### src/logic/ppo_pkg.sv
// Shared constants and types for the port pin override and sleep clamp block.
// Assumes one eight-pin port, reached over a 32-bit Avalon-MM slave with byte addresses.
package ppo_pkg;

    // ------------------------------------------------------------------
    // Port geometry
    // ------------------------------------------------------------------
    localparam int PINS = 8;
    localparam int ADDR_W = 5;
    localparam int DATA_W = 32;

    // ------------------------------------------------------------------
    // Register byte offsets
    // ------------------------------------------------------------------
    localparam logic [ADDR_W-1:0] OFS_LATCH  = 5'h00; // Output latch, read/write
    localparam logic [ADDR_W-1:0] OFS_DIR    = 5'h04; // Direction, read/write
    localparam logic [ADDR_W-1:0] OFS_PIN    = 5'h08; // Pin input read, write one toggles
    localparam logic [ADDR_W-1:0] OFS_CTRL   = 5'h0c; // Edge sense selection
    localparam logic [ADDR_W-1:0] OFS_EXTEN  = 5'h10; // External request enable per pin
    localparam logic [ADDR_W-1:0] OFS_STATUS = 5'h14; // Sticky edge flags, read only
    localparam logic [ADDR_W-1:0] OFS_INTEN  = 5'h18; // Interrupt enable per pin
    localparam logic [ADDR_W-1:0] OFS_INTCLR = 5'h1c; // Write one to clear a flag

    // ------------------------------------------------------------------
    // Field positions and reset values
    // ------------------------------------------------------------------
    localparam int CTRL_SENSE_LSB = 0;
    localparam int CTRL_SENSE_W = 2;
    localparam logic [PINS-1:0] RST_BYTE = 8'h00;
    localparam logic [1:0] SYNC_ARMED = 2'h3; // Clocks out of reset before edges count

    // ------------------------------------------------------------------
    // Enumerations and state
    // ------------------------------------------------------------------
    typedef enum logic [1:0] {SENSE_RISE, SENSE_FALL, SENSE_ANY, SENSE_NONE} ppo_sense_e;
    typedef enum logic {BUS_IDLE, BUS_ACK} ppo_bus_e;

    typedef struct packed {
        ppo_bus_e          bus;
        logic              waitReq;
        logic [DATA_W-1:0] readData;
        logic [PINS-1:0]   latch;
        logic [PINS-1:0]   dir;
        logic [PINS-1:0]   extIntEn;
        logic [PINS-1:0]   intEnable;
        logic [PINS-1:0]   status;
        ppo_sense_e        sense;
        logic [PINS-1:0]   padOe;
        logic [PINS-1:0]   padOut;
        logic [PINS-1:0]   padPullup;
        logic              irq;
    } ppo_state_s;

    typedef struct packed {
        logic [PINS-1:0] stage1;
        logic [PINS-1:0] stage2;
        logic [PINS-1:0] prev;
        logic [1:0]      warm;
    } ppo_sync_s;

endpackage

### src/logic/ppo_pin_sync.sv
// Two-stage pin input synchroniser with edge detection for one port.
// Assumes the input vector is asynchronous to ref_clk; the first stage is read only
// by the second.
`timescale 1ns/1ns

module ppo_pin_sync (
    input  wire logic                    ref_clk,
    input  wire logic                    rstn,
    input  wire logic [ppo_pkg::PINS-1:0] asyncIn,
    input  wire ppo_pkg::ppo_sense_e     sense,
    output logic      [ppo_pkg::PINS-1:0] syncOut,
    output logic      [ppo_pkg::PINS-1:0] edgeEvent
);

    // ------------------------------------------------------------------
    // State
    // ------------------------------------------------------------------
    ppo_pkg::ppo_sync_s st_q;
    ppo_pkg::ppo_sync_s st_d;

    // Shift the pin value along; the first stage stands for the sampling latch
    always_comb begin
        st_d        = st_q;
        st_d.stage1 = asyncIn;
        st_d.stage2 = st_q.stage1;
        st_d.prev   = st_q.stage2;
        st_d.warm   = (st_q.warm == ppo_pkg::SYNC_ARMED) ? st_q.warm : st_q.warm + 2'h1;
    end

    always_ff @(posedge ref_clk) begin
        if (!rstn) begin
            st_q <= '0;
        end else begin
            st_q <= st_d;
        end
    end

    // Edge selection works on settled values only, never on the first stage
    always_comb begin
        case (sense)
            ppo_pkg::SENSE_RISE: edgeEvent = st_q.stage2 & ~st_q.prev;
            ppo_pkg::SENSE_FALL: edgeEvent = ~st_q.stage2 & st_q.prev;
            ppo_pkg::SENSE_ANY:  edgeEvent = st_q.stage2 ^ st_q.prev;
            default:             edgeEvent = '0;
        endcase
        // Stages restart at zero, so a high pin would fake a rising edge after reset
        if (st_q.warm != ppo_pkg::SYNC_ARMED) begin
            edgeEvent = '0;
        end
    end

    assign syncOut = st_q.stage2;

endmodule // ppo_pin_sync

### src/logic/ppo_port_pin.sv
// One eight-pin port: latch, direction, pin input, override muxing and sleep clamp.
// Assumes override signals and sleep control come from logic on ref_clk, and the pad
// level arrives asynchronously; a testbench resolves the pad wire from the enables.
`timescale 1ns/1ns

// Operation
// - Digital input is clamped low ahead of the trigger while sleep control is high.
// - Pins with external request enabled bypass the sleep clamp.
// - Clamp release on a high pin sets its edge flag under rise or any sense, even when interrupt disabled.
// - Pull-up follows override value when enabled, else on when dir/latch/disable 010.
// - Output enable follows direction override when enabled, else the direction bit.
// - Driven level follows value override when enabled, else the output latch.
// - Toggle override high inverts that pin's output latch bit.
// - Input-enable override sets digital input enable regardless of sleep state.
// - Alternate functions get the unsynchronised trigger output; they synchronise it.
// - Analog connection goes straight to the pad, bypassing digital buffering.
// - Strobes shared per port; clock, sleep, pull-up disable shared; overrides per pin.
// - Inputs stay enabled without clamp in reset, active and idle modes.
// - Pull-ups are off while reset is active; software may enable them later.
// - Direction one drives the latch; zero is input with latch-controlled pull-up.
// - Writing one to the pin input register toggles the latch bit; zero does nothing.
// - Pin value is sampled, then captured into the readable input bit next edge.
// - All pins go high impedance as soon as reset is asserted.
module ppo_port_pin (
    input  wire logic                       ref_clk,
    input  wire logic                       rstn,
    // Avalon-MM slave
    input  wire logic [ppo_pkg::ADDR_W-1:0] avs_address,
    input  wire logic                       avs_read,
    input  wire logic                       avs_write,
    input  wire logic [3:0]                 avs_byteenable,
    input  wire logic [ppo_pkg::DATA_W-1:0] avs_writedata,
    output logic      [ppo_pkg::DATA_W-1:0] avs_readdata,
    output logic                            avs_waitrequest,
    // System wide controls
    input  wire logic                       sleepCtrl,
    input  wire logic                       globalPullupDisable,
    // Per pin overrides from alternate functions
    input  wire logic [ppo_pkg::PINS-1:0]   pullupOverrideEn,
    input  wire logic [ppo_pkg::PINS-1:0]   pullupOverrideVal,
    input  wire logic [ppo_pkg::PINS-1:0]   dirOverrideEn,
    input  wire logic [ppo_pkg::PINS-1:0]   dirOverrideVal,
    input  wire logic [ppo_pkg::PINS-1:0]   valueOverrideEn,
    input  wire logic [ppo_pkg::PINS-1:0]   valueOverrideVal,
    input  wire logic [ppo_pkg::PINS-1:0]   toggleOverrideEn,
    input  wire logic [ppo_pkg::PINS-1:0]   inputEnableOverrideEn,
    input  wire logic [ppo_pkg::PINS-1:0]   inputEnableOverrideVal,
    output logic      [ppo_pkg::PINS-1:0]   altfuncDigitalIn,
    output logic      [ppo_pkg::PINS-1:0]   altfuncAnalogIo,
    // Pads
    input  wire logic [ppo_pkg::PINS-1:0]   padIn,
    output logic      [ppo_pkg::PINS-1:0]   padOut,
    output logic      [ppo_pkg::PINS-1:0]   padOe,
    output logic      [ppo_pkg::PINS-1:0]   padPullup,
    output logic                            irq
);

    // ------------------------------------------------------------------
    // Declarations
    // ------------------------------------------------------------------
    localparam ppo_pkg::ppo_state_s ST_RESET = '{
        bus:       ppo_pkg::BUS_IDLE,
        waitReq:   1'b1,
        readData:  32'h0000_0000,
        latch:     ppo_pkg::RST_BYTE,
        dir:       ppo_pkg::RST_BYTE,
        extIntEn:  ppo_pkg::RST_BYTE,
        intEnable: ppo_pkg::RST_BYTE,
        status:    ppo_pkg::RST_BYTE,
        sense:     ppo_pkg::SENSE_RISE,
        padOe:     ppo_pkg::RST_BYTE,
        padOut:    ppo_pkg::RST_BYTE,
        padPullup: ppo_pkg::RST_BYTE,
        irq:       1'b0
    };

    ppo_pkg::ppo_state_s          st_q;
    ppo_pkg::ppo_state_s          st_d;
    logic [ppo_pkg::PINS-1:0]     inputEnable;
    logic [ppo_pkg::PINS-1:0]     clampedIn;
    logic [ppo_pkg::PINS-1:0]     pinSync;
    logic [ppo_pkg::PINS-1:0]     edgeEvent;
    logic                         busTake;
    logic                         wrTake;
    logic [ppo_pkg::PINS-1:0]     wrByte;
    logic                         writeLatchStrobe;
    logic                         writeInputRegStrobe;
    logic                         writeDirectionStrobe;
    logic                         writeCtrlStrobe;
    logic                         writeExtEnStrobe;
    logic                         writeIntEnStrobe;
    logic                         writeIntClrStrobe;

    // ------------------------------------------------------------------
    // Register read decode
    // ------------------------------------------------------------------
    // Unmapped offsets and the write-only clear register read as zero
    function automatic logic [ppo_pkg::DATA_W-1:0] regRead(
        input logic [ppo_pkg::ADDR_W-1:0] addr,
        input ppo_pkg::ppo_state_s        s,
        input logic [ppo_pkg::PINS-1:0]   pins
    );
        logic [ppo_pkg::PINS-1:0] v;
        v = '0;
        case (addr)
            ppo_pkg::OFS_LATCH:  v = s.latch;
            ppo_pkg::OFS_DIR:    v = s.dir;
            ppo_pkg::OFS_PIN:    v = pins;
            ppo_pkg::OFS_CTRL:   v = {6'h00, s.sense};
            ppo_pkg::OFS_EXTEN:  v = s.extIntEn;
            ppo_pkg::OFS_STATUS: v = s.status;
            ppo_pkg::OFS_INTEN:  v = s.intEnable;
            default:             v = '0;
        endcase
        return {24'h00_0000, v};
    endfunction

    // ------------------------------------------------------------------
    // Input path: enable, clamp and alternate function taps
    // ------------------------------------------------------------------
    // Sleep clamp gates the pad ahead of the trigger; reset keeps inputs alive
    always_comb begin
        inputEnable = (inputEnableOverrideEn & inputEnableOverrideVal)
                    | (~inputEnableOverrideEn
                       & ({ppo_pkg::PINS{~sleepCtrl | ~rstn}}
                          | st_q.extIntEn));
        clampedIn   = padIn & inputEnable;
    end

    // Taken before the synchroniser; receivers synchronise it themselves
    assign altfuncDigitalIn = clampedIn;
    // Pass-through of the pad level; the true analog wire is outside the logic
    assign altfuncAnalogIo  = padIn;

    // Pin input register and edge flags; clamp release shows up as an edge here
    ppo_pin_sync u_sync (
        .ref_clk   (ref_clk),
        .rstn      (rstn),
        .asyncIn   (clampedIn),
        .sense     (st_q.sense),
        .syncOut   (pinSync),
        .edgeEvent (edgeEvent)
    );

    // ------------------------------------------------------------------
    // Bus strobes
    // ------------------------------------------------------------------
    // One strobe per writable register, common to all pins of the port
    always_comb begin
        busTake              = (st_q.bus == ppo_pkg::BUS_ACK) && !st_q.waitReq
                             && (avs_read || avs_write);
        wrTake               = busTake && avs_write && avs_byteenable[0];
        wrByte               = avs_writedata[ppo_pkg::PINS-1:0];
        writeLatchStrobe     = wrTake && (avs_address == ppo_pkg::OFS_LATCH);
        writeInputRegStrobe  = wrTake && (avs_address == ppo_pkg::OFS_PIN);
        writeDirectionStrobe = wrTake && (avs_address == ppo_pkg::OFS_DIR);
        writeCtrlStrobe      = wrTake && (avs_address == ppo_pkg::OFS_CTRL);
        writeExtEnStrobe     = wrTake && (avs_address == ppo_pkg::OFS_EXTEN);
        writeIntEnStrobe     = wrTake && (avs_address == ppo_pkg::OFS_INTEN);
        writeIntClrStrobe    = wrTake && (avs_address == ppo_pkg::OFS_INTCLR);
    end

    // ------------------------------------------------------------------
    // Next state
    // ------------------------------------------------------------------
    always_comb begin
        st_d = st_q;

        // Every access waits exactly one cycle; read data is fixed at the first edge
        case (st_q.bus)
            ppo_pkg::BUS_IDLE: begin
                if (avs_read || avs_write) begin
                    st_d.bus      = ppo_pkg::BUS_ACK;
                    st_d.waitReq  = 1'b0;
                    st_d.readData = avs_read ? regRead(avs_address, st_q, pinSync)
                                             : st_q.readData;
                end
            end
            ppo_pkg::BUS_ACK: begin
                st_d.bus     = ppo_pkg::BUS_IDLE;
                st_d.waitReq = 1'b1;
            end
            default: begin
                st_d.bus     = ppo_pkg::BUS_IDLE;
                st_d.waitReq = 1'b1;
            end
        endcase

        // Output latch: write, pin-register toggle, then override toggle
        if (writeLatchStrobe) begin
            st_d.latch = wrByte;
        end
        if (writeInputRegStrobe) begin
            st_d.latch = st_q.latch ^ wrByte;
        end
        st_d.latch = st_d.latch ^ toggleOverrideEn;

        // Plain control registers
        if (writeDirectionStrobe) begin
            st_d.dir = wrByte;
        end
        if (writeCtrlStrobe) begin
            st_d.sense = ppo_pkg::ppo_sense_e'(
                wrByte[ppo_pkg::CTRL_SENSE_LSB +: ppo_pkg::CTRL_SENSE_W]);
        end
        if (writeExtEnStrobe) begin
            st_d.extIntEn = wrByte;
        end
        if (writeIntEnStrobe) begin
            st_d.intEnable = wrByte;
        end

        // A flag raised in the clearing cycle survives the clear
        st_d.status = (st_q.status & ~(writeIntClrStrobe ? wrByte : ppo_pkg::RST_BYTE))
                    | edgeEvent;
        st_d.irq    = |(st_d.status & st_d.intEnable);

        // Pad drivers registered from current settings, one cycle behind
        st_d.padOe     = (dirOverrideEn & dirOverrideVal)
                       | (~dirOverrideEn & st_q.dir);
        st_d.padOut    = (valueOverrideEn & valueOverrideVal)
                       | (~valueOverrideEn & st_q.latch);
        st_d.padPullup = (pullupOverrideEn & pullupOverrideVal)
                       | (~pullupOverrideEn & ~st_q.dir & st_q.latch
                          & {ppo_pkg::PINS{~globalPullupDisable}});
    end

    // ------------------------------------------------------------------
    // State register
    // ------------------------------------------------------------------
    always_ff @(posedge ref_clk) begin
        if (!rstn) begin
            st_q <= ST_RESET;
        end else begin
            st_q <= st_d;
        end
    end

    // ------------------------------------------------------------------
    // Outputs
    // ------------------------------------------------------------------
    // Reset gates the drivers directly so pads float without waiting for a clock
    assign padOe           = st_q.padOe & {ppo_pkg::PINS{rstn}};
    assign padPullup       = st_q.padPullup & {ppo_pkg::PINS{rstn}};
    assign padOut          = st_q.padOut;
    assign avs_readdata    = st_q.readData;
    assign avs_waitrequest = st_q.waitReq;
    assign irq             = st_q.irq;
endmodule // ppo_port_pin

### config.mk
export PLATFORM = sky130hd
export DESIGN_NAME = ppo_port_pin
export DESIGN_NICKNAME = d
export VERILOG_FILES = /design/src/logic/ppo_pkg.sv /design/src/logic/ppo_pin_sync.sv /design/src/logic/ppo_port_pin.sv
export SDC_FILE = /design/constraint.sdc
export NUM_CORES = 1
export LEC_CHECK = 0
export BUFFER_PORTS_ARGS = -buffer_cell sky130_fd_sc_hd__buf_2
export CORE_UTILIZATION = 41
export CTS_BUF_LIST = sky130_fd_sc_hd__clkbuf_8
export CTS_CLUSTER_SIZE = 10
export DETAILED_ROUTE_END_ITERATION = 8
export GPL_TIMING_DRIVEN = 0
export HOLD_SLACK_MARGIN = 0.06
export PLACE_DENSITY = 0.68
export SLEW_MARGIN = 20
export SYNTH_ARGS = -nofsm -noshare
export SYNTH_HDL_FRONTEND = slang
export SYNTH_SLANG_ARGS = --single-unit
### constraint.sdc
create_clock -name ref_clk -period 1.8 [get_ports ref_clk]
set_input_delay 0.09 -clock ref_clk [delete_from_list [all_inputs] [get_ports ref_clk]]
set_output_delay 0.09 -clock ref_clk [all_outputs]
set_load 0.1 [all_outputs]
# Word-level counts from Yosys, hierarchy flattened
# Index checks and enable logic that the tools add are counted.
[classes]
addsub = 1
eq_ne = 12
muxes = 10
bitwise = 39
reduce_logical = 17
[ops]
columns = ["op", "n"]
rows = [
  ["$and 8x8->8", 17],
  ["$not 8->8", 8],
  ["$pmux 8 s7", 1],
  ["$mux 8", 6],
  ["$or 8x8->8", 6],
  ["$mux 34", 1],
  ["$pmux 8 s3", 1],
  ["$xor 8x8->8", 3],
  ["$eq 5x5->1 const B", 4],
  ["$logic_and 1x1->1", 11],
  ["$eq 5x4->1 const B", 2],
  ["$reduce_or 8->1", 1],
  ["$eq 5x3->1 const B", 1],
  ["$logic_not 5->1", 1],
  ["$eq 2x2->1 const B", 2],
  ["$ne 2x2->1 const B", 2],
  ["$not 1->1", 4],
  ["$pmux 2 s2", 1],
  ["$reduce_and 3->1", 1],
  ["$add 2x1->2 const B", 1],
  ["$eq 2x1->1 const B", 1],
  ["$logic_not 2->1", 1],
  ["$logic_not 1->1", 1],
  ["$logic_or 1x1->1", 1],
  ["$or 1x1->1", 1],
]
[word_totals]
ff_bits = 103
wordCells = 96

# Longest topological paths before layout
# Gate-level depths: netlist of the first run.
[depth]
depth_word = 12
depth_mapped = 8
depth_no_buf = 7

# By module
# A second synthesis of the first run with hierarchy kept.
[hier_totals]
cells_unflattened = 573
hier_area_um2 = 5407.7
[modules_own_cells]
columns = ["module", "n_inst", "cells_each", "area_each_um2"]
rows = [
  ["ppo_port_pin", 1, 438, 4139.0],
  ["ppo_pin_sync", 1, 135, 1268.7],
]

# Worst setup path before layout of the first run
# OpenSTA, ideal clock, no wires.
[synth_timing]
path_type = "register -> register"
from = "register st_q, in the netlist avs_waitrequest"
to = "register st_q, in the netlist irq"
setup_time_ns = 0.125
arrival_ns = 2.231
setup_slack_ns = -0.557
stages_incl_launch_ff = 7
path_buffers = 1
period_less_slack_ns = 2.357
path_cell_list = "dfxtp_1 -> and4b_1 -> and3_1 -> buf_2 -> mux2i_1 -> o22ai_1 -> o41a_1"
[synth_between]
elab_chain_len = 12
elab_cells_between_ends = 14
cone_classes = "mux: 2; bitwise: 4; reduce/logical: 8"
[synth_rtl]
columns = ["item", "line_no", "source"]
rows = [
  ["from (decl)", "ppo_port_pin.sv:77", "ppo_pkg::ppo_state_s st_q;"],
  ["from (signal assigned)", "ppo_port_pin.sv:235", "st_q <= st_d;"],
  ["$logic_not 1->1 *", "ppo_port_pin.sv:150", "busTake = (st_q.bus == ppo_pkg::BUS_ACK) && !st_q.waitReq"],
  ["$logic_and 1x1->1 *", "ppo_port_pin.sv:150", ""],
  ["$logic_and 1x1->1 *", "ppo_port_pin.sv:151", "&& (avs_read || avs_write);"],
  ["$logic_and 1x1->1 * (2 in a row)", "ppo_port_pin.sv:152", "wrTake = busTake && avs_write && avs_byteenable[0];"],
  ["$logic_and 1x1->1", "ppo_port_pin.sv:160", "writeIntClrStrobe = wrTake && (avs_address == ppo_pkg::OFS_INTCLR);"],
  ["$mux 8", "ppo_port_pin.sv:214", "st_d.status = (st_q.status & ~(writeIntClrStrobe ? wrByte : ppo_pkg::RST_BYTE))"],
  ["$not 8->8", "ppo_port_pin.sv:214", ""],
  ["$and 8x8->8", "ppo_port_pin.sv:214", ""],
  ["$or 8x8->8", "ppo_port_pin.sv:215", "| edgeEvent;"],
  ["$and 8x8->8 *", "ppo_port_pin.sv:216", "st_d.irq = |(st_d.status & st_d.intEnable);"],
  ["$reduce_or 8->1 *", "ppo_port_pin.sv:216", ""],
]
# Every way passes the cells marked *; elsewhere a longest branch is shown, timed or not.
# A chain may end at the register's enable or synchronous reset.

# Final worst setup path of the first run
# Same ends and word-level chain as after synthesis.

==> reports/results.ini, run 1 <==
[logic_synthesis]
synth.avg_cell_area_um2=9.47
synthCells=587
synth.cell_area_um2=5560
ys_ff_latch=103
yosysUniqueCellTypes=47
yosysSeqAreaShare=0.371
async_flop_share=0
synth-warning-count=0
synth_ff_type=dfxtp_1
synth_edf_count=0

[run_status]
outcome=finished with violations
violations=negative setup slack

[final_layout]
register_area_um2=2070
final_cell_mix=buf_2 (147), dfxtp_1 (100), nor2b_1 (72)
multi_input_area_um2=3060
layout_commonest_cell=buf_2
final_nets=973
fin_util=0.572
syn2layout_area_growth_pct=36.3
num_antenna_cells=0
drive_above_1_share=0.310
fillCellCount=1215

[timing]
min_period_over_period=1.08
slew_viol_final=0
setup_tns_ns=-0.138
min_period_ns=1.94
hold_viol=0
skew_ns=0.0111
fin_ws_ns=-0.138
worstMarginPinSlew_ns=0.752
finalSetupViolCount=1
slew-limit-headroom=0.499
max_freq_mhz=516
rsz0062_at_grt=yes

[routing]
drtIter0Drc=217
drcViolationCount=0
ant_nets=0
vias=5034
firstDrtPassIters=6
viasPerCell=4.99
wire_per_inst_um=16.7
drt_wl_total_mm=16.9

[worst_setup_path]
rr_endpoint=irq$_SDFF_PN0_
path_max_fanout=8
worstRegToRegCells=6
critPathSlowestCell=o41a_1
ff2ff_setup_slack_ns=-0.14
worstPathCellList=and4b_1, and3_4, buf_12, mux2i_4, o22ai_2, o41a_1
cp-start-kind=flip-flop
r2r-start=avs_waitrequest$_SDFFE_PN1P_
cp-end-kind=flip-flop
worstPathArrival_ns=2.21
max_stage_delay_ns=0.44
path_class=reg2reg
required_ns=2.07

[hold_path]
min-delay-path-class=in2reg
whs_endpoint=u_sync.st_d[14]$_SDFF_PN0_
hp-start=padIn[4]
min_path_cells=3

[die]
fp-row-count=42
pin_count=201
start_util=0.420
coreArea_um2=13200
dieArea_um2=14000
chipHeight_um=118
fp.dieW_um=118

[global_routing]
grt_pass1_wl_mm=26.0
track_usage=0.243
grt_max_degree=16
grt-ovfl-total=0
antenna_found_initial=0
grt_pass1_vias=4942

[clock_tree]
cts.path.max_buffers=2
h-tree-depth=3
numCtsBuffers=9
clockRootBuffer=clkbuf_8
cts_tree=yes
insertion_delay_ns=0.39
clk_pin_slew_ns=0.09
cts_sinks=103

[placed_design]
gp_congestion=0.864
hpwl_mm=12.1
portBuffers=146

[run]
cap_violations=0

[pwr]
power_switching_mw=1.84
p_leak_nw=3.24
clockPowerShare=0.267
intPower_mw=3.56
swShare=0.341
seq_power_share=0.452
peakVddDrop_v=0.000461
power.density_nw_per_um2=713
comb_power_share=0.281

## flip-flops by register name, indices dropped and copies added, names as in the netlist
register and count:
st_q 59, u_sync.st_q 10, avs_readdata 8, padOut 8, u_sync.st_d 8, u_sync.syncOut 8, avs_waitrequest 1, irq 1
## layer usage
metal  routed length [um]  up-vias  track usage
li1                     -     2440            -
met1                 7280     2398        0.305
met2                 8390      171        0.429
met3                  944       25       0.0439
met4                  248        0       0.0609
met5                    0        -            0
## power by group through the flow
stage / clock network (mW) / registers (mW) / logic, mW
3_5_place_dp: 0 / 2.49 / 1.36
5_1_grt: 1.57 / 2.45 / 1.60
2_1_floorplan: 0 / 2.48 / 1.05
4_1_cts: 1.49 / 2.44 / 1.50
6_report: 1.44 / 2.44 / 1.52
3_3_place_gp: 0 / 2.49 / 1.34
## stage by stage
| stage | setup slack (ns) | total power [mW] | cell area (um2) | cells | hold WS (ns) |
|---|---|---|---|---|---|
| after global placement | -0.570 | 3.83 | 6610 | 932 | 0.342 |
| after detailed placement | -0.581 | 3.85 | 6610 | 932 | 0.349 |
| after floorplan | -0.0523 | 3.53 | 5660 | 610 | 0.246 |
| after CTS | -0.108 | 5.42 | 7470 | 1009 | 0.0697 |
| after global routing | -0.173 | 5.62 | 7570 | 1008 | 0.0862 |
| final | -0.138 | 5.40 | 7570 | 1008 | 0.0860 |
## how the worst max path moves through the flow
stage / slack [ns] / from / to
final: -0.14 / avs_waitrequest$_SDFFE_PN1P_ / irq$_SDFF_PN0_
after global routing: -0.17 / avs_waitrequest$_SDFFE_PN1P_ / irq$_SDFF_PN0_
after CTS: -0.11 / avs_waitrequest$_SDFFE_PN1P_ / irq$_SDFF_PN0_
after detailed placement: -0.58 / avs_address[2] / avs_readdata[5]$_SDFFE_PN0P_
after global placement: -0.57 / st_q[25]$_SDFFE_PN0P_ / irq$_SDFF_PN0_
after floorplan: -0.05 / avs_waitrequest$_SDFFE_PN1P_ / irq$_SDFF_PN0_
## cell usage after synthesis (9+ instances only)
library cell	number	area, um2
ha_1	17	213
nand2_1	18	67.6
nand2b_1	16	100
xnor2_1	9	78.8
nor2_1	9	33.8
a21oi_1	10	50.1
buf_4	56	420
o22ai_1	12	75.1
and2_1	50	313
clkbuf_1	26	97.6
nor2b_1	72	450
o41a_1	9	101
a22oi_1	11	82.6
mux2i_1	66	661
dfxtp_1	103	2060
inv_1	16	60.1
## repair_timing
action | CTS | global route
pin swaps | 2 | 2
cloned | 0 | 0
endpoints found under the setup margin | 34 | 34
buffers inserted | 4 | 1
hold buffers | 60 | 0
endpoints found under the hold margin | 36 | 0
resized for setup | 13 | 22
## cell families (layout without fill, tap and decap cells)
group,after synthesis,after routing,share of synthesized area
AO/OA/AOI/OAI,87,87,0.121
AND/OR/NAND/NOR,194,194,0.214
adder cells (fa/ha/maj),17,17,0.0383
other,1,24,0.000675
multiplexers,68,68,0.125
flip-flops,103,103,0.371
XOR/XNOR,9,9,0.0142
buffers and inverters,108,330,0.115
## area by class of cell
cell class | instances | area share
buffer | 89 | 0.0796
clock buffer | 10 | 0.0182
clock inverter | 4 | 0.00628
inverter | 16 | 0.00793
multi-input combinational | 399 | 0.404
sequential | 103 | 0.273
tap | 176 | 0.0291
timing repair buffer | 211 | 0.182
## critical path: cells and delay by family (launching register included)
| kind | cells | cell delay (ns) |
|---|---|---|
| AOI/OAI and AO/OA | 2 | 0.55 |
| and+or+nand+nor | 2 | 0.50 |
| DFF | 1 | 0.36 |
| muxes | 1 | 0.25 |
| buffers and inverters | 1 | 0.15 |
No activity file was read; power rests on OpenSTA's default activity.
==> inputs of run 2 (changes only) <==
--- a/config.mk
+++ b/config.mk
@@ -10,10 +10,11 @@
 export CTS_BUF_LIST = sky130_fd_sc_hd__clkbuf_8
 export CTS_CLUSTER_SIZE = 10
 export DETAILED_ROUTE_END_ITERATION = 8
-export GPL_TIMING_DRIVEN = 0
+export GPL_TIMING_DRIVEN = 1
 export HOLD_SLACK_MARGIN = 0.06
 export PLACE_DENSITY = 0.68
 export SLEW_MARGIN = 20
 export SYNTH_ARGS = -nofsm -noshare
 export SYNTH_HDL_FRONTEND = slang
+export SYNTH_HIERARCHICAL = 1
 export SYNTH_SLANG_ARGS = --single-unit
==> reports/results.ini, run 2 <==
[run_status]
outcome=finished with violations
violations=negative setup slack

[worst_setup_path]
required_ns=2.07  ; about the same
path_class=reg2reg
cp-start-kind=flip-flop
rr_endpoint=irq$_SDFF_PN0_
cp-end-kind=flip-flop
path_max_fanout=8  ; unchanged
worstRegToRegCells=6  ; unchanged
r2r-start=avs_waitrequest$_SDFFE_PN1P_
worstPathArrival_ns=2.14  ; -0.07 ns
ff2ff_setup_slack_ns=-0.07  ; +0.07 ns

[routing]
drt_wl_total_mm=14.2  ; -16%
firstDrtPassIters=4  ; -2
drcViolationCount=0  ; unchanged
vias=4569  ; -9.2%
wire_per_inst_um=15.1  ; -9.4%
drtIter0Drc=263  ; +21%
ant_nets=0  ; unchanged
viasPerCell=4.89  ; -2.0%

[logic_synthesis]
netlist_top_cells_count=dfxtp_1 (103), nor2b_1 (62), buf_4 (57)
synthTopCellsByArea=dfxtp_1 (38%), mux2i_1 (8.3%), buf_4 (7.9%)
synthCells=573  ; -2.4%
synthSimpleGateAreaFrac=0.234  ; +0.0198
yosys-mux-area-fraction=0.0916  ; -0.0333
synth.cell_area_um2=5410  ; -2.7%
yosysSeqAreaShare=0.381  ; +0.0102
synth-warning-count=6  ; +6
synth_ff_type=dfxtp_1
async_flop_share=0  ; unchanged
yosysTopAreaCellShare=0.381  ; +0.0102
synth_edf_count=0  ; unchanged
synth_top_family_by_area=simple AND/OR/NAND/NOR gates
yosysUniqueCellTypes=46  ; -2.1%
synth-xor-area-share=0.0146  ; +0.000391
yosysMostFrequentCell=dfxtp_1
ys_ff_latch=103  ; unchanged
synth.avg_cell_area_um2=9.44  ; -0.30%
yosys.area.top_type=dfxtp_1
synth_fa_ha_area_frac=0.0393  ; +0.00105
synth_compound_area_frac=0.124  ; +0.00242

[final_layout]
top_register=st_q
fillCellCount=1092  ; -10%
syn2layout_area_growth_pct=33.4
drive_above_1_share=0.298  ; -0.0122
fin_util=0.567  ; -0.00492
register_area_um2=2070  ; -0.12%
final_nets=901  ; -7.4%
largest_reg_flops=59  ; unchanged
stdcell_count=934  ; -7.3%
stdcell_area_um2=7210  ; -4.8%
final_cell_mix=buf_2 (133), dfxtp_1 (102), nor2b_1 (62)
num_antenna_cells=0  ; unchanged
top_regs=st_q x59, u_sync/st_q x10
multi_input_area_um2=2900  ; -5.1%
layout_commonest_cell=buf_2

[die]
chipHeight_um=117  ; -1.3%
fp.dieW_um=117  ; -1.3%
coreArea_um2=12700  ; -3.9%
fp-row-count=41  ; -2.4%
dieArea_um2=13700  ; -2.6%
start_util=0.425  ; +0.00546
pin_count=201  ; unchanged

[clock_tree]
cts.path.max_buffers=2  ; unchanged
h-tree-depth=3  ; unchanged
numCtsBuffers=9  ; unchanged
cts_sinks=103  ; unchanged
clockRootBuffer=clkbuf_8
insertion_delay_ns=0.39  ; about the same
clk_pin_slew_ns=0.10  ; about the same
cts_tree=yes

[pwr]
power.density_nw_per_um2=713  ; about the same
p_leak_nw=2.90  ; -11%
peakVddDrop_v=0.000443  ; -4.0%

[placed_design]
gp_congestion=0.862  ; -0.20%
dpl-instance-area_um2=6410  ; -2.9%
hpwl_mm=10.1  ; -17%
place_inst=864  ; -7.3%
portBuffers=149  ; +2.1%

[timing]
finalSetupViolCount=1  ; unchanged
fin_ws_ns=-0.0677  ; +0.0704 ns
rsz0062_at_grt=yes
slew_viol_final=0  ; unchanged
setup_tns_ns=-0.0677  ; +0.0704 ns
max_freq_mhz=535  ; +3.8%
min_period_ns=1.87  ; -0.0704 ns
hold_viol=0  ; unchanged
skew_ns=0.0117  ; +0.000636 ns
min_period_over_period=1.04  ; -0.0391

[hold_path]
min_path_cells=3  ; unchanged
min-delay-path-class=in2reg
whs_endpoint=u_sync/st_d[10]$_SDFF_PN0_
hp-start=padIn[0]

[global_routing]
track_usage=0.209  ; -0.0340
grt_max_degree=119  ; +103
grt_pass1_wl_mm=21.7  ; -17%
grt_pass1_vias=4477  ; -9.4%
grt-ovfl-total=0  ; unchanged
antenna_found_initial=0  ; unchanged

[run]
cap_violations=0  ; unchanged

-- run 2: cell types whose count changed after synthesis, sizes merged, moves of 6 or more --
cell / change
mux2i: -21
a21oi: +13
clkbuf: -11
nor2b: -9
and3b: +8
o31ai: +8
o41a: -8
a22oi: +7
nand3: +7
a31o: +6
and2: -6
o211ai: -6
o21ai: +6
-- run 2: worst max-delay path by stage --
stage / endpoint / depth (start not counted) / slack [ns] / start
final: irq$_SDFF_PN0_ / 6 / -0.07 / avs_waitrequest$_SDFFE_PN1P_
after global routing: irq$_SDFF_PN0_ / 6 / -0.14 / st_q[100]$_SDFF_PP0_
after CTS: irq$_SDFF_PN0_ / 6 / -0.04 / avs_waitrequest$_SDFFE_PN1P_
after detailed placement: irq$_SDFF_PN0_ / 7 / -0.11 / avs_address[1]
after global placement: irq$_SDFF_PN0_ / 7 / -0.04 / avs_address[1]
after floorplan: irq$_SDFF_PN0_ / 5 / -0.18 / avs_waitrequest$_SDFFE_PN1P_
-- run 2: power by group --
group / total [mW] / internal (mW) / leakage [nW] / switching (mW)
registers: 2.43 / 2.36 / 0.841 / 0.0626
clock network: 1.39 / 0.520 / 0.0906 / 0.865
logic: 1.33 / 0.441 / 1.97 / 0.889
total: 5.14 / 3.33 / 2.90 / 1.82
-- run 2: cell families after synthesis --
kind of cell	Yosys count
muxes	47
other	1
buffers and inverters	101
and+or+nand+nor	197
AOI/OAI and AO/OA	98
xor gates and xnor gates	9
DFF	103
adders and majority gates	17
-- run 2: area by class of cell --
class | count | share of cell area
multi-input combinational | 392 | 0.402
sequential | 103 | 0.286
clock inverter | 7 | 0.00780
tap | 172 | 0.0298
clock buffer | 9 | 0.0172
timing repair buffer | 232 | 0.247
inverter | 19 | 0.00989
-- run 2: critical path, stage by stage, from the launching register on --
cell and delay, ns:
dfxtp_4 0.36, nand4b_4 0.21, nor3_4 0.25, buf_12 0.18, mux2i_4 0.23, o22ai_1 0.11
o41a_1 0.42
-- run 2: what timing repair did --
item | in CTS | in global routing
buffers inserted | 0 | 2
endpoints found under the hold margin | 29 | 0
hold buffers | 52 | 0
pin swaps | 0 | 4
setup endpoints to repair | 1 | 1
gates resized for setup | 2 | 14
-- run 2: through the flow --
step,power [mW],worst slack (ns),hold slack (ns)
global route,5.36,-0.136,0.0896
detailed placement,3.69,-0.113,0.359
finish,5.14,-0.0677,0.0859
CTS,5.17,-0.0365,0.0664
global placement,3.67,-0.0432,0.346
floorplan,3.44,-0.181,0.217
-- run 2: metal layers --
metal  vias to the layer above  track usage  wire [um]
li1                       2275            -          -
met1                      2087        0.246       6330
met2                       187        0.372       6630
met3                        20       0.0469        843
met4                         0       0.0776        352
met5                         -            0          0
==> inputs of run 3 (changes only) <==
--- a/config.mk
+++ b/config.mk
@@ -5,6 +5,7 @@
 export SDC_FILE = /design/constraint.sdc
 export NUM_CORES = 1
 export LEC_CHECK = 0
+export ABC_AREA = 1
 export BUFFER_PORTS_ARGS = -buffer_cell sky130_fd_sc_hd__buf_2
 export CORE_UTILIZATION = 41
 export CTS_BUF_LIST = sky130_fd_sc_hd__clkbuf_8
@@ -12,7 +13,7 @@
 export DETAILED_ROUTE_END_ITERATION = 8
 export GPL_TIMING_DRIVEN = 1
 export HOLD_SLACK_MARGIN = 0.06
-export PLACE_DENSITY = 0.68
+export PLACE_DENSITY = 0.65
 export SLEW_MARGIN = 20
 export SYNTH_ARGS = -nofsm -noshare
 export SYNTH_HDL_FRONTEND = slang
==> constraint.sdc (replaced) <==
create_clock -name ref_clk -period 2.1 [get_ports ref_clk]
set_input_delay 0.105 -clock ref_clk [delete_from_list [all_inputs] [get_ports ref_clk]]
set_output_delay 0.105 -clock ref_clk [all_outputs]
set_load 0.1 [all_outputs]
==> reports/results.ini, run 3 <==
[run_status]
outcome=finished, final reports clean

[global_routing]
antenna_found_initial=0  ; unchanged
grt_max_degree=33  ; -72%
track_usage=0.224  ; +0.0148
grt_pass1_wl_mm=25.0  ; +16%
grt-ovfl-total=0  ; unchanged
grt_pass1_vias=5119  ; +14%

[final_layout]
top_register=st_q
fillCellCount=1281  ; +17%
layout_commonest_cell=nand2_1
num_antenna_cells=0  ; unchanged
stdcell_area_um2=6870  ; -4.8%
largest_reg_flops=59  ; unchanged
final_cell_mix=nand2_1 (169), buf_2 (149), inv_1 (124)
final_nets=1108  ; +23%
drive_above_1_share=0.211  ; -0.0874
syn2layout_area_growth_pct=24.7
top_regs=st_q x59, u_sync/st_q x10

[timing]
min_period_over_period=0.934
hold_viol=0  ; unchanged
max_freq_mhz=510
setup_tns_ns=0  ; +0.0677 ns
rsz0062_at_grt=no
worstMarginPinSlew_ns=0.519
finalSetupViolCount=0  ; -1
slew_viol_final=0  ; unchanged
slew-limit-headroom=0.653
skew_ns=0.0115  ; -0.000226 ns
min_period_ns=1.96

[logic_synthesis]
synth.cell_area_um2=5510  ; +1.9%
yosysSeqAreaShare=0.374  ; -0.00693
synth-warning-count=6  ; unchanged
async_flop_share=0  ; unchanged
synthCells=789  ; +38%
synth_edf_count=0  ; unchanged
synth_ff_type=dfxtp_1
yosysUniqueCellTypes=33  ; -28%
yosysTopAreaCellShare=0.374  ; -0.00693
yosys.area.top_type=dfxtp_1
netlist_top_cells_count=nand2_1 (169), inv_1 (124), dfxtp_1 (103)
synth.avg_cell_area_um2=6.98  ; -26%
synthTopCellsByArea=dfxtp_1 (37%), nand2_1 (12%), inv_1 (8.5%)
yosysMostFrequentCell=nand2_1
ys_ff_latch=103  ; unchanged

[die]
dieArea_um2=13900  ; +1.8%
fp.dieW_um=118  ; +0.91%
coreArea_um2=12900  ; +1.2%
fp-row-count=41  ; unchanged
start_util=0.428  ; +0.00269
chipHeight_um=118  ; +0.91%
pin_count=201  ; unchanged

[clock_tree]
cts.path.max_buffers=2  ; unchanged
clk_pin_slew_ns=0.11  ; about the same
clockRootBuffer=clkbuf_8
cts_tree=yes
numCtsBuffers=9  ; unchanged
postCtsSetupBuffers=0  ; unchanged
cts_sinks=103  ; unchanged
insertion_delay_ns=0.37  ; -0.02 ns
h-tree-depth=3  ; unchanged

[worst_setup_path]
rr_endpoint=irq$_SDFF_PN0_
ff2ff_setup_slack_ns=0.35  ; +0.42 ns
path_class=in2reg
worstRegToRegCells=9  ; +3
path_max_fanout=26  ; +18
cp-end-kind=flip-flop
r2r-start=avs_waitrequest$_SDFFE_PN1P_
worstPathArrival_ns=2.22  ; +0.08 ns
required_ns=2.36  ; +0.29 ns
cp-start-kind=input pin

[routing]
drt_wl_total_mm=15.2  ; +7.3%
viasPerCell=4.63  ; -5.3%
drcViolationCount=0  ; unchanged
vias=5285  ; +16%
firstDrtPassIters=5  ; +1
ant_nets=0  ; unchanged
drtIter0Drc=372  ; +41%
wire_per_inst_um=13.3  ; -12%

[placed_design]
hpwl_mm=11.0  ; +9.7%
gp_congestion=0.889  ; +3.1%
portBuffers=149  ; unchanged
dpl-instance-area_um2=6080  ; -5.2%

[hold_path]
min_path_cells=3  ; unchanged
whs_endpoint=st_q[35]$_SDFF_PN0_
min-delay-path-class=in2reg
hp-start=avs_writedata[0]

[pwr]
power.density_nw_per_um2=636  ; -11%
p_leak_nw=3.51  ; +21%
peakVddDrop_v=0.000423  ; -4.4%

[run]
cap_violations=0  ; unchanged

[run 3: cell types whose count changed after synthesis, sizes merged, moves of 42 or more]
cell,change
and2,-44
inv,+110
nor2,+74
mux2i,-45
a21oi,+42
nand2,+155
nor2b,-63
[run 3: how the worst max path moves through the flow]
stage | start | to | slack, ns
2_1_floorplan | avs_waitrequest$_SDFFE_PN1P_ | st_q[60]$_SDFF_PN0_ | 0.1
3_3_place_gp | avs_waitrequest$_SDFFE_PN1P_ | irq$_SDFF_PN0_ | 0.44
3_5_place_dp | avs_address[1] | avs_readdata[4]$_SDFFE_PN0P_ | 0.41
4_1_cts | rstn | altfuncDigitalIn[0] | 0.16
5_1_grt | rstn | altfuncDigitalIn[0] | 0.05
6_report | rstn | st_q[5]$_SDFF_PN0_ | 0.14
[run 3: per-stage QoR]
| step | hold slack (ns) | total power [mW] | instances | util | setup WS (ns) |
|---|---|---|---|---|---|
| global route | 0.0765 | 4.56 | 1141 | 0.534 | 0.0489 |
| floorplan | 0.244 | 2.90 | 812 | - | 0.0977 |
| finish | 0.0778 | 4.37 | 1141 | 0.534 | 0.139 |
| CTS | 0.0608 | 4.39 | 1141 | 0.534 | 0.157 |
| global placement | 0.334 | 3.05 | 1066 | 0.472 | 0.437 |
| detailed placement | 0.335 | 3.05 | 1066 | 0.472 | 0.414 |
[run 3: cells by family after synthesis]
group | after synthesis | share of synthesized area
fa+ha+maj | 17 | 0.0386
flops | 103 | 0.374
compound gates | 118 | 0.111
other cells | 1 | 0.000681
simple gates | 332 | 0.267
xor+xnor | 12 | 0.0191
buf+inv | 206 | 0.189
[run 3: metal layers]
layer  vias to the layer above  GRT usage  part of all wire  wire [um]
met3                        20     0.0329             0.052        785
met2                       175      0.378              0.48       7270
li1                       2706          -                 -          -
met5                         -          0                 0          0
met1                      2384      0.297              0.45       6900
met4                         0     0.0585             0.015        227
[run 3: timing repair]
item | CTS | global route
gates resized for setup | 0 | 0
endpoints found under the hold margin | 33 | 0
hold buffers | 59 | 0
[run 3: layout make-up]
cell class                      instances  area [um2]  area share
Clock inverter                          5        48.8     0.00710
Timing Repair Buffer                  217        1400       0.204
Clock buffer                           11         151      0.0220
Tap cell                              172         215      0.0313
Sequential cell                       103        2060       0.300
Multi-Input combinational cell        503        2500       0.364
Inverter                              130         489      0.0712
[run 3: worst max-delay path: stages]
cell and delay, ns:
dlygate4sd3_1 0.52, buf_2 0.19, inv_2 0.41, buf_4 0.35, a21oi_1 0.07, dlygate4sd3_1 0.57
[run 3: report_power, final]
group	internal, mW	switching (mW)
sequential	2.02	0.0366
combinational	0.275	0.774
clock	0.522	0.735
